==> src/rtl/irs_seq_pkg.sv <==
// constants, register map and state types for the integration sequencer
package irs_seq_pkg;
  localparam int NUM_CH = 64;
  localparam int CH_AW = 6;
  localparam int BUS_AW = 10;
  localparam int CNT_W = 7;
  localparam int RD_CNT_W = 8;

  // detector clock counts in the reset phase
  localparam logic [CNT_W-1:0] SEQ_RST_CLKS = 7'h20;
  localparam logic [CNT_W-1:0] SIM_RST_CLKS = 7'h08;
  localparam logic [CNT_W-1:0] BYPASS_CLKS = 7'h40;
  // detector clocks needed to finish a readout
  localparam logic [RD_CNT_W-1:0] SEQ_READ_CLKS = 8'h85;
  localparam logic [RD_CNT_W-1:0] SIM_READ_CLKS = 8'h21;

  // register byte addresses
  localparam logic [BUS_AW-1:0] ADDR_CTRL = 10'h000;
  localparam logic [BUS_AW-1:0] ADDR_STATUS = 10'h004;
  localparam logic [BUS_AW-1:0] ADDR_CLKCNT = 10'h008;
  localparam logic [1:0] DIFF_PAGE = 2'h1;

  // control register fields and reset value
  localparam int CTRL_DIR_DOWN = 0;
  localparam int CTRL_SIMULT = 1;
  localparam int CTRL_DUMP = 2;
  localparam int CTRL_W = 3;
  localparam logic [CTRL_W-1:0] CTRL_RESET = 3'h0;

  // status register fields
  localparam int ST_PHASE = 0;
  localparam int ST_RST_SW = 2;
  localparam int ST_RD_ACTIVE = 3;
  localparam int ST_READY = 4;
  localparam int ST_CAP_BUSY = 5;

  // synchronised pin vector positions
  localparam int PIN_DCLK = 0;
  localparam int PIN_INTEGRATOR_RESET_STROBE = 1;
  localparam int PIN_RSMP = 2;
  localparam int PIN_SSMP = 3;
  localparam int PIN_INTW = 4;
  localparam int PIN_STRT = 5;
  localparam int NUM_PINS = 6;

  typedef enum logic [1:0] {
    PH_IDLE = 2'b00,
    PH_RESET = 2'b01,
    PH_INTEG = 2'b10
  } phase_e;
endpackage

==> src/rtl/ch_sample_mem.sv <==
// per-channel sample store, one write port, registered read port
`timescale 1ns/100ps
module ch_sample_mem #(
  parameter int DW = 16,
  parameter int DEPTH = 64,
  parameter int AW = 6
) (
  input wire logic core_clk,
  input wire logic we,
  input wire logic [AW-1:0] waddr,
  input wire logic [DW-1:0] wdata,
  input wire logic [AW-1:0] raddr,
  output logic [DW-1:0] rdata_r
);
  logic [DW-1:0] mem [DEPTH];

  always_ff @(posedge core_clk) begin
    if (we) begin
      mem[waddr] <= wdata;
    end
    rdata_r <= mem[raddr];
  end
endmodule

==> src/rtl/integrator_reset_sample_sequencer.sv <==
// integration phase sequencer with correlated double sampling store
//
// The register addresses and the Avalon-MM interface to the registers were chosen for this implementation.
`timescale 1ns/100ps
// Behaviour
// - reset phase starts on reset strobe rise, ends on next reset-sample rise
// - sequential mode: reset switch closed until end of 32nd clock
// - simultaneous mode: reset switch closed only until 8th clock
// - reset-sample switch closed until reset-sample rise, filter bypass closed until 64th clock falling edge
// - 64th clock falling edge opens reset-sample filter bypass
// - reset-sample strobe rise opens reset-sample switch, holds reset level
// - during reset drive outputs to lower reference (up) or upper (down)
// - integrate whenever reset switch is open, regardless of window
// - signal filter bypassed while window high, enabled on its fall
// - signal-sample strobe rise samples every integrator output
// - each channel presents signal sample minus reset sample
// - integration ends on signal-sample fall; all 64 samples ready
// - read active low output low while readout in progress
// - timing controller drives the strobes and the detector clock
// - charge dump control dumps compensation charge on integrators
// - direction select high means integrate down, low integrate up
// - output select high means simultaneous, low sequential mode
module integrator_reset_sample_sequencer
  import irs_seq_pkg::*;
#(
  parameter int LEVEL_DW = 16
) (
  input wire logic core_clk,
  input wire logic rst,
  input wire logic detClk,
  input wire logic integratorResetStrobe,
  input wire logic resetSampleStrobe,
  input wire logic signalSampleStrobe,
  input wire logic integrateWindow,
  input wire logic readoutStartPulse,
  input wire logic [LEVEL_DW-1:0] levelData,
  output logic [irs_seq_pkg::CH_AW-1:0] levelChan,
  output logic levelSampling,
  output logic resetSwitchClosed,
  output logic resetSampleSwitchClosed,
  output logic resetFilterBypass,
  output logic signalFilterBypass,
  output logic integrating,
  output logic driveUpperRef,
  output logic driveLowerRef,
  output logic chargeDump,
  output logic readActiveLow,
  input wire logic [irs_seq_pkg::BUS_AW-1:0] avAddress,
  input wire logic avRead,
  input wire logic avWrite,
  input wire logic [31:0] avWriteData,
  input wire logic [3:0] avByteEnable,
  output logic [31:0] avReadData,
  output logic avWaitRequest
);
  import irs_seq_pkg::*;

  function automatic logic regHit(input logic [BUS_AW-1:0] a, input logic [BUS_AW-1:0] off);
    regHit = (a == off);
  endfunction

  // pin synchronisers: stage A feeds only stage B
  logic [NUM_PINS-1:0] syncA_r, syncB_r, prev_r;
  always_ff @(posedge core_clk) begin
    if (rst) begin
      syncA_r <= '0;
      syncB_r <= '0;
      prev_r <= '0;
    end else begin
      syncA_r <= {readoutStartPulse, integrateWindow, signalSampleStrobe,
                  resetSampleStrobe, integratorResetStrobe, detClk};
      syncB_r <= syncA_r;
      prev_r <= syncB_r;
    end
  end

  wire [NUM_PINS-1:0] pinRise = syncB_r & ~prev_r;
  wire [NUM_PINS-1:0] pinFall = ~syncB_r & prev_r;
  wire detRise = pinRise[PIN_DCLK];
  wire detFall = pinFall[PIN_DCLK];
  wire irstRise = pinRise[PIN_INTEGRATOR_RESET_STROBE];
  wire shrRise = pinRise[PIN_RSMP];
  wire shsRise = pinRise[PIN_SSMP];
  wire shsFall = pinFall[PIN_SSMP];
  wire intgFall = pinFall[PIN_INTW];
  wire stiRise = pinRise[PIN_STRT];
  wire stiFall = pinFall[PIN_STRT];

  // control register
  logic [CTRL_W-1:0] ctrl_r;
  wire dirDown = ctrl_r[CTRL_DIR_DOWN];
  wire simMode = ctrl_r[CTRL_SIMULT];

  // integration phase sequencing
  phase_e phase_r, phase_nxt;
  logic [CNT_W-1:0] clkCnt_r;
  logic resetSw_r, shrSw_r, rstBypass_r, sigBypass_r, integ_r;
  logic upperRef_r, lowerRef_r, ready_r;

  always_comb begin
    phase_nxt = phase_r;
    if (irstRise) begin
      phase_nxt = PH_RESET;
    end else begin
      case (phase_r)
        PH_RESET: begin
          if (shrRise) begin
            phase_nxt = PH_INTEG;
          end
        end
        PH_INTEG: begin
          if (shsFall) begin
            phase_nxt = PH_IDLE;
          end
        end
        default: phase_nxt = phase_r;
      endcase
    end
  end

  wire cntSat = (clkCnt_r == BYPASS_CLKS);
  wire seqOpen = !simMode && detFall && (clkCnt_r == SEQ_RST_CLKS);
  wire simOpen = simMode && detRise && (clkCnt_r == SIM_RST_CLKS - 7'h1);
  wire bypassOpen = detFall && cntSat;

  always_ff @(posedge core_clk) begin
    if (rst) begin
      phase_r <= PH_IDLE;
      clkCnt_r <= '0;
    end else begin
      phase_r <= phase_nxt;
      if (irstRise) begin
        clkCnt_r <= '0;
      end else if (detRise && !cntSat) begin
        clkCnt_r <= clkCnt_r + 7'h1;
      end
    end
  end

  always_ff @(posedge core_clk) begin
    if (rst) begin
      resetSw_r <= 1'b0;
      shrSw_r <= 1'b0;
      rstBypass_r <= 1'b0;
    end else if (irstRise) begin
      resetSw_r <= 1'b1;
      shrSw_r <= 1'b1;
      rstBypass_r <= 1'b1;
    end else begin
      if (seqOpen || simOpen) begin
        resetSw_r <= 1'b0;
      end
      if (bypassOpen) begin
        rstBypass_r <= 1'b0;
      end
      if (shrRise) begin
        shrSw_r <= 1'b0;
      end
    end
  end

  always_ff @(posedge core_clk) begin
    if (rst) begin
      sigBypass_r <= 1'b0;
      integ_r <= 1'b0;
      upperRef_r <= 1'b0;
      lowerRef_r <= 1'b0;
      ready_r <= 1'b0;
    end else begin
      sigBypass_r <= syncB_r[PIN_INTW];
      integ_r <= !resetSw_r;
      upperRef_r <= resetSw_r && dirDown;
      lowerRef_r <= resetSw_r && !dirDown;
      if (shsFall && phase_r == PH_INTEG) begin
        ready_r <= 1'b1;
      end else if (irstRise) begin
        ready_r <= 1'b0;
      end
    end
  end

  // channel capture walk: one channel per core clock
  logic capBusy_r, capSig_r, diffPend_r;
  logic [CH_AW-1:0] chan_r, chanHold_r;
  logic [LEVEL_DW-1:0] levelHold_r, rsData, diffRData;
  wire capLast = (chan_r == CH_AW'(NUM_CH - 1));

  always_ff @(posedge core_clk) begin
    if (rst) begin
      capBusy_r <= 1'b0;
      capSig_r <= 1'b0;
      chan_r <= '0;
    end else if (shrRise || shsRise) begin
      capBusy_r <= 1'b1;
      capSig_r <= shsRise;
      chan_r <= '0;
    end else if (capBusy_r) begin
      capBusy_r <= !capLast;
      chan_r <= capLast ? chan_r : chan_r + CH_AW'(1);
    end
  end

  always_ff @(posedge core_clk) begin
    if (rst) begin
      diffPend_r <= 1'b0;
      chanHold_r <= '0;
      levelHold_r <= '0;
    end else begin
      diffPend_r <= capBusy_r && capSig_r;
      chanHold_r <= chan_r;
      levelHold_r <= levelData;
    end
  end

  // difference wraps at the level width, as a two's-complement subtraction
  wire [LEVEL_DW-1:0] diffWData = levelHold_r - rsData;
  wire [CH_AW-1:0] busChan = avAddress[CH_AW+1:2];

  ch_sample_mem #(.DW(LEVEL_DW), .DEPTH(NUM_CH), .AW(CH_AW)) u_reset_mem (
    .core_clk(core_clk),
    .we(capBusy_r && !capSig_r),
    .waddr(chan_r),
    .wdata(levelData),
    .raddr(chan_r),
    .rdata_r(rsData)
  );

  ch_sample_mem #(.DW(LEVEL_DW), .DEPTH(NUM_CH), .AW(CH_AW)) u_diff_mem (
    .core_clk(core_clk),
    .we(diffPend_r),
    .waddr(chanHold_r),
    .wdata(diffWData),
    .raddr(busChan),
    .rdata_r(diffRData)
  );

  // readout busy window, counted in detector clocks
  logic readActLow_r;
  logic [RD_CNT_W-1:0] rdCnt_r;
  wire [RD_CNT_W-1:0] rdLimit = simMode ? SIM_READ_CLKS : SEQ_READ_CLKS;

  always_ff @(posedge core_clk) begin
    if (rst) begin
      readActLow_r <= 1'b1;
      rdCnt_r <= '0;
    end else if (stiRise) begin
      rdCnt_r <= '0;
    end else if (stiFall) begin
      readActLow_r <= 1'b0;
      rdCnt_r <= '0;
    end else if (!readActLow_r && detRise) begin
      rdCnt_r <= rdCnt_r + 8'h1;
      if (rdCnt_r == rdLimit - 8'h1) begin
        readActLow_r <= 1'b1;
      end
    end
  end

  // avalon slave: request taken, then answered one edge later
  logic busPend_r, waitReq_r;
  logic [31:0] rdData_r;
  wire hitCtrl = regHit(avAddress, ADDR_CTRL);
  wire hitStatus = regHit(avAddress, ADDR_STATUS);
  wire hitClk = regHit(avAddress, ADDR_CLKCNT);
  wire hitDiff = (avAddress[BUS_AW-1:8] == DIFF_PAGE);
  wire [31:0] statusWord = {26'h000_0000, capBusy_r, ready_r, !readActLow_r, resetSw_r,
                            phase_r};
  wire [31:0] rdMux = hitCtrl ? {29'h000_0000, ctrl_r} :
                      hitStatus ? statusWord :
                      hitClk ? {25'h000_0000, clkCnt_r} :
                      hitDiff ? {{(32-LEVEL_DW){1'b0}}, diffRData} : 32'h0000_0000;
  wire ctrlWrite = !waitReq_r && avWrite && hitCtrl && avByteEnable[0];

  always_ff @(posedge core_clk) begin
    if (rst) begin
      busPend_r <= 1'b0;
      waitReq_r <= 1'b1;
      rdData_r <= 32'h0000_0000;
    end else if (!waitReq_r) begin
      waitReq_r <= 1'b1;
      busPend_r <= 1'b0;
    end else if (busPend_r) begin
      waitReq_r <= 1'b0;
      rdData_r <= rdMux;
    end else if (avRead || avWrite) begin
      busPend_r <= 1'b1;
    end
  end

  always_ff @(posedge core_clk) begin
    if (rst) begin
      ctrl_r <= CTRL_RESET;
    end else if (ctrlWrite) begin
      ctrl_r <= avWriteData[CTRL_W-1:0];
    end
  end

  assign levelChan = chan_r;
  assign levelSampling = capBusy_r;
  assign resetSwitchClosed = resetSw_r;
  assign resetSampleSwitchClosed = shrSw_r;
  assign resetFilterBypass = rstBypass_r;
  assign signalFilterBypass = sigBypass_r;
  assign integrating = integ_r;
  assign driveUpperRef = upperRef_r;
  assign driveLowerRef = lowerRef_r;
  assign chargeDump = ctrl_r[CTRL_DUMP];
  assign readActiveLow = readActLow_r;
  assign avReadData = rdData_r;
  assign avWaitRequest = waitReq_r;
endmodule

==> config.mk <==
export PLATFORM = sky130hd
export DESIGN_NAME = integrator_reset_sample_sequencer
export DESIGN_NICKNAME = d
export VERILOG_FILES = /design/src/rtl/irs_seq_pkg.sv /design/src/rtl/ch_sample_mem.sv /design/src/rtl/integrator_reset_sample_sequencer.sv
export SDC_FILE = /design/constraint.sdc
export NUM_CORES = 2
export LEC_CHECK = 0
export ABC_AREA = 1
export BUFFER_PORTS_ARGS = -buffer_cell sky130_fd_sc_hd__buf_2
export CORE_UTILIZATION = 50
export CTS_CLUSTER_DIAMETER = 100
export DETAILED_ROUTE_END_ITERATION = 12
export GPL_TIMING_DRIVEN = 0
export PLACE_DENSITY_LB_ADDON = 0.1
export SLEW_MARGIN = 5
export SYNTH_ARGS = -nofsm -noshare
export SYNTH_HDL_FRONTEND = slang
export SYNTH_SLANG_ARGS = --single-unit
==> constraint.sdc <==
create_clock -name core_clk -period 4.3 [get_ports core_clk]
set_input_delay 0.86 -clock core_clk [delete_from_list [all_inputs] [get_ports core_clk]]
set_output_delay 0.86 -clock core_clk [all_outputs]
set_load 0.05 [all_outputs]
==> flow_summary.toml <==
[timing]
fmax_mhz = 230
post-route-period-util = 1.01
worstMarginPinSlew_ps = 1280
period_needed_ps = 4350
rsz0062_at_grt = "no"
setup_viol = 21
fin_worst_skew_ps = 34.6
fin_ws_ps = -52.9
hold_viol_final = 0
slew_headroom = 0.144
final_max_slew_viol_count = 0

[synthesis]
ys_ff_latch = 2175
ys_seq_area_frac = 0.708
ys_warn_count = 0
avgSynthCellArea_um2 = 10.4
synth_compound_area_frac = 0.0170
synthMuxAreaShare = 0
netlist_area_um2 = 90500
synth_xor_area_frac = 0.00136
synthAdderAreaFrac = 0.00299
yosys.area_share.simple = 0.228
synth_top_family_by_area = "simple AND/OR/NAND/NOR gates"
ys_types = 40
synth_cells = 8691

[clock_network]
cts_made_buffers = 222
clkSlewWorstSetupHoldPaths_ps = 60
cts.sinks = 2175
clk_latency_ps = 900
hold_buffers = 0
cts_max_level = 4
cts_tree = "yes"
clockBufferDepth = 3
root_buffer = "clkbuf_16"

[worst_setup_path]
required_ps = 4880
worstSetupStartpointType = "register"
worstSetupPathType = "reg2reg"
end_kind = "register"
crit_fanout = 10
cp_data_arrival_time_ps = 4940

[die]
die_w_um = 427
io_pins = 121
start_util = 0.505
fp.dieH_um = 427
coreArea_um2 = 179000
rows = 155
die_area_um2 = 183000

[power_and_ir_drop]
comb_power_share = 0.110
p_clk_frac = 0.396
power.internal_mw = 36.5
seqPwrFrac = 0.495
peakVddDrop_uv = 416
switchingPower_mw = 12.5
leakagePower_nw = 42.3
sw_frac_of_total = 0.255
power_density_nw_per_um2 = 468

[finish]
final_net_count = 9246
utilization = 0.586
drive_gt1_frac = 0.103
layout_common_cells = "4270 x nand2_1, 2048 x edfxtp_1, 476 x inv_1"
layout_commonest_cell = "nand2_1"
area_delta_synth_final_pct = 15.9

[run_status]
outcome = "finished with violations"
violations = "setup timing"

[route]
drt_iter0_markers = 7849
viasPerCell = 5.59
ant_nets = 0
wl_per_cell_um = 27.6
routed_wl_mm = 324
dr.pass1.iters = 6
drc_errors = 0
route.vias.total = 65400

[placement]
dp_hpwl_mm = 224
port_buffers = 68
place.gp.congestion = 1.02
dp_slack_ps = -221

[grt]
globalRouteOverflowTotal = 0
grt_pass1_vias = 61200
antenna_found_initial = 15
grt_max_degree = 66
grt_pass1_wl_mm = 450
grt_usage = 0.354

[run]
cap_violations = 0

[worst_hold_path]
hold_path.class = "in2reg"
-- power groups by stage --
stage               clock (mW)  sequential (mW)  combinational [mW]
floorplan                    0             24.8                2.14
global placement             0             25.0                4.50
detailed placement           0             24.7                5.28
CTS                       19.5             24.3                5.30
global route              20.3             24.3                5.61
finish                    19.4             24.3                5.38
-- synthesized netlist by cell type, drive strengths merged --
| cell type | count | area share |
|---|---|---|
| a31o | 1 | 0.000097 |
| conb | 1 | 0.000041 |
| o21ai | 95 | 0.0053 |
| xnor2 | 3 | 0.00029 |
| a21o | 4 | 0.00033 |
| a21oi | 183 | 0.010 |
| ha | 20 | 0.0028 |
| nor2 | 488 | 0.021 |
| nor3b | 1 | 0.000083 |
| buf | 282 | 0.016 |
| a211oi | 1 | 0.000083 |
| or2 | 3 | 0.00021 |
| inv | 483 | 0.020 |
| o22ai | 2 | 0.00014 |
| edfxtp | 2048 | 0.68 |
| nor3 | 19 | 0.0017 |
| nand3b | 13 | 0.0011 |
| dfxtp | 127 | 0.028 |
| o211ai | 8 | 0.00066 |
| o311a | 1 | 0.00011 |
| nand3 | 354 | 0.020 |
| nand2 | 4272 | 0.18 |
| xor2 | 11 | 0.0011 |
| a31oi | 2 | 0.00014 |
| clkbuf | 150 | 0.0062 |
| fa | 1 | 0.00022 |
| clkinv | 3 | 0.00012 |
| nand4 | 115 | 0.0080 |
-- state kept, by name, indices dropped and copies added (netlist names), 2 cells and up --
signal and count:
levelHold_r 16, syncB_r 6, u_diff_mem.rdata_r 16, syncA_r 6
u_reset_mem.mem 1024, u_diff_mem.mem 1024, phase_r 2, avReadData 16
rdCnt_r 8, chanHold_r 6, ctrl_r 3, prev_r 6
u_reset_mem.rdata_r 16, levelChan 6, clkCnt_r 7
-- repair_timing --
action                                 4_1_cts  5_1_grt
setup endpoints to repair                  156       82
gates cloned                                 0        0
pin swaps                                    5        4
endpoints found under the hold margin        0        0
gates resized for setup                      1        0
setup buffers                               10        7
-- per-layer routing --
layer / part of all wire / vias to the layer above / track usage
met4: 0.085 / 12 / 0.254
li1: - / 29400 / -
met3: 0.091 / 892 / 0.0613
met5: 0.00019 / - / 0
met2: 0.46 / 3567 / 0.562
met1: 0.36 / 31500 / 0.440
-- layout make-up --
| type | instances | area (µm²) |
|---|---|---|
| diodes | 4 | 10.0 |
| plain buffers | 432 | 2010 |
| clock buffers | 282 | 5880 |
| clock inverters | 132 | 1410 |
| fillers | 15100 | 74200 |
| inverters | 486 | 1830 |
| multi-input cells | 5613 | 23500 |
| flip-flops and latches | 2175 | 64000 |
| well taps | 2355 | 2950 |
| repair buffers | 223 | 3260 |
-- cell families after synthesis --
family                   count (synthesis)
XOR/XNOR                                14
flip-flops                            2175
other                                    1
AND/OR/NAND/NOR                       5265
adder cells (fa/ha/maj)                 21
AO/OA/AOI/OAI                          297
buffers and inverters                  918
-- final timing paths --
path                      from                      to  slack (ps)  depth (start not counted)
min          readoutStartPulse              syncA_r[5]         160                          3
max reg2reg       levelChan[0]  u_reset_mem.mem[22][3]         -50                          6
min reg2reg         syncA_r[4]              syncB_r[4]         400                          2
max               levelChan[0]  u_reset_mem.mem[22][3]         -50                          6
-- critical path, stage by stage, from the launching register on --
cell     delay [ps]
dfxtp_1         430
inv_2           360
buf_2           370
buf_1           720
nand4_1         870
nor2_2         1000
buf_8           260
-- per-stage QoR --
| step | total power [mW] | TNS [ps] | hold WS (ps) | std cells | cell area, µm² |
|---|---|---|---|---|---|
| 5_1_grt | 50.1 | 0 | 176 | 11700 | 105000 |
| 3_3_place_gp | 29.6 | -2814580 | 392 | 11100 | 93800 |
| 6_report | 49.0 | -596 | 162 | 11700 | 105000 |
| 4_1_cts | 49.0 | 0 | 126 | 11700 | 105000 |
| 3_5_place_dp | 30.0 | -17020 | 399 | 11300 | 97300 |
| 2_1_floorplan | 27.0 | 0 | 388 | 8706 | 90500 |
No activity file was read; power rests on OpenSTA's default activity.
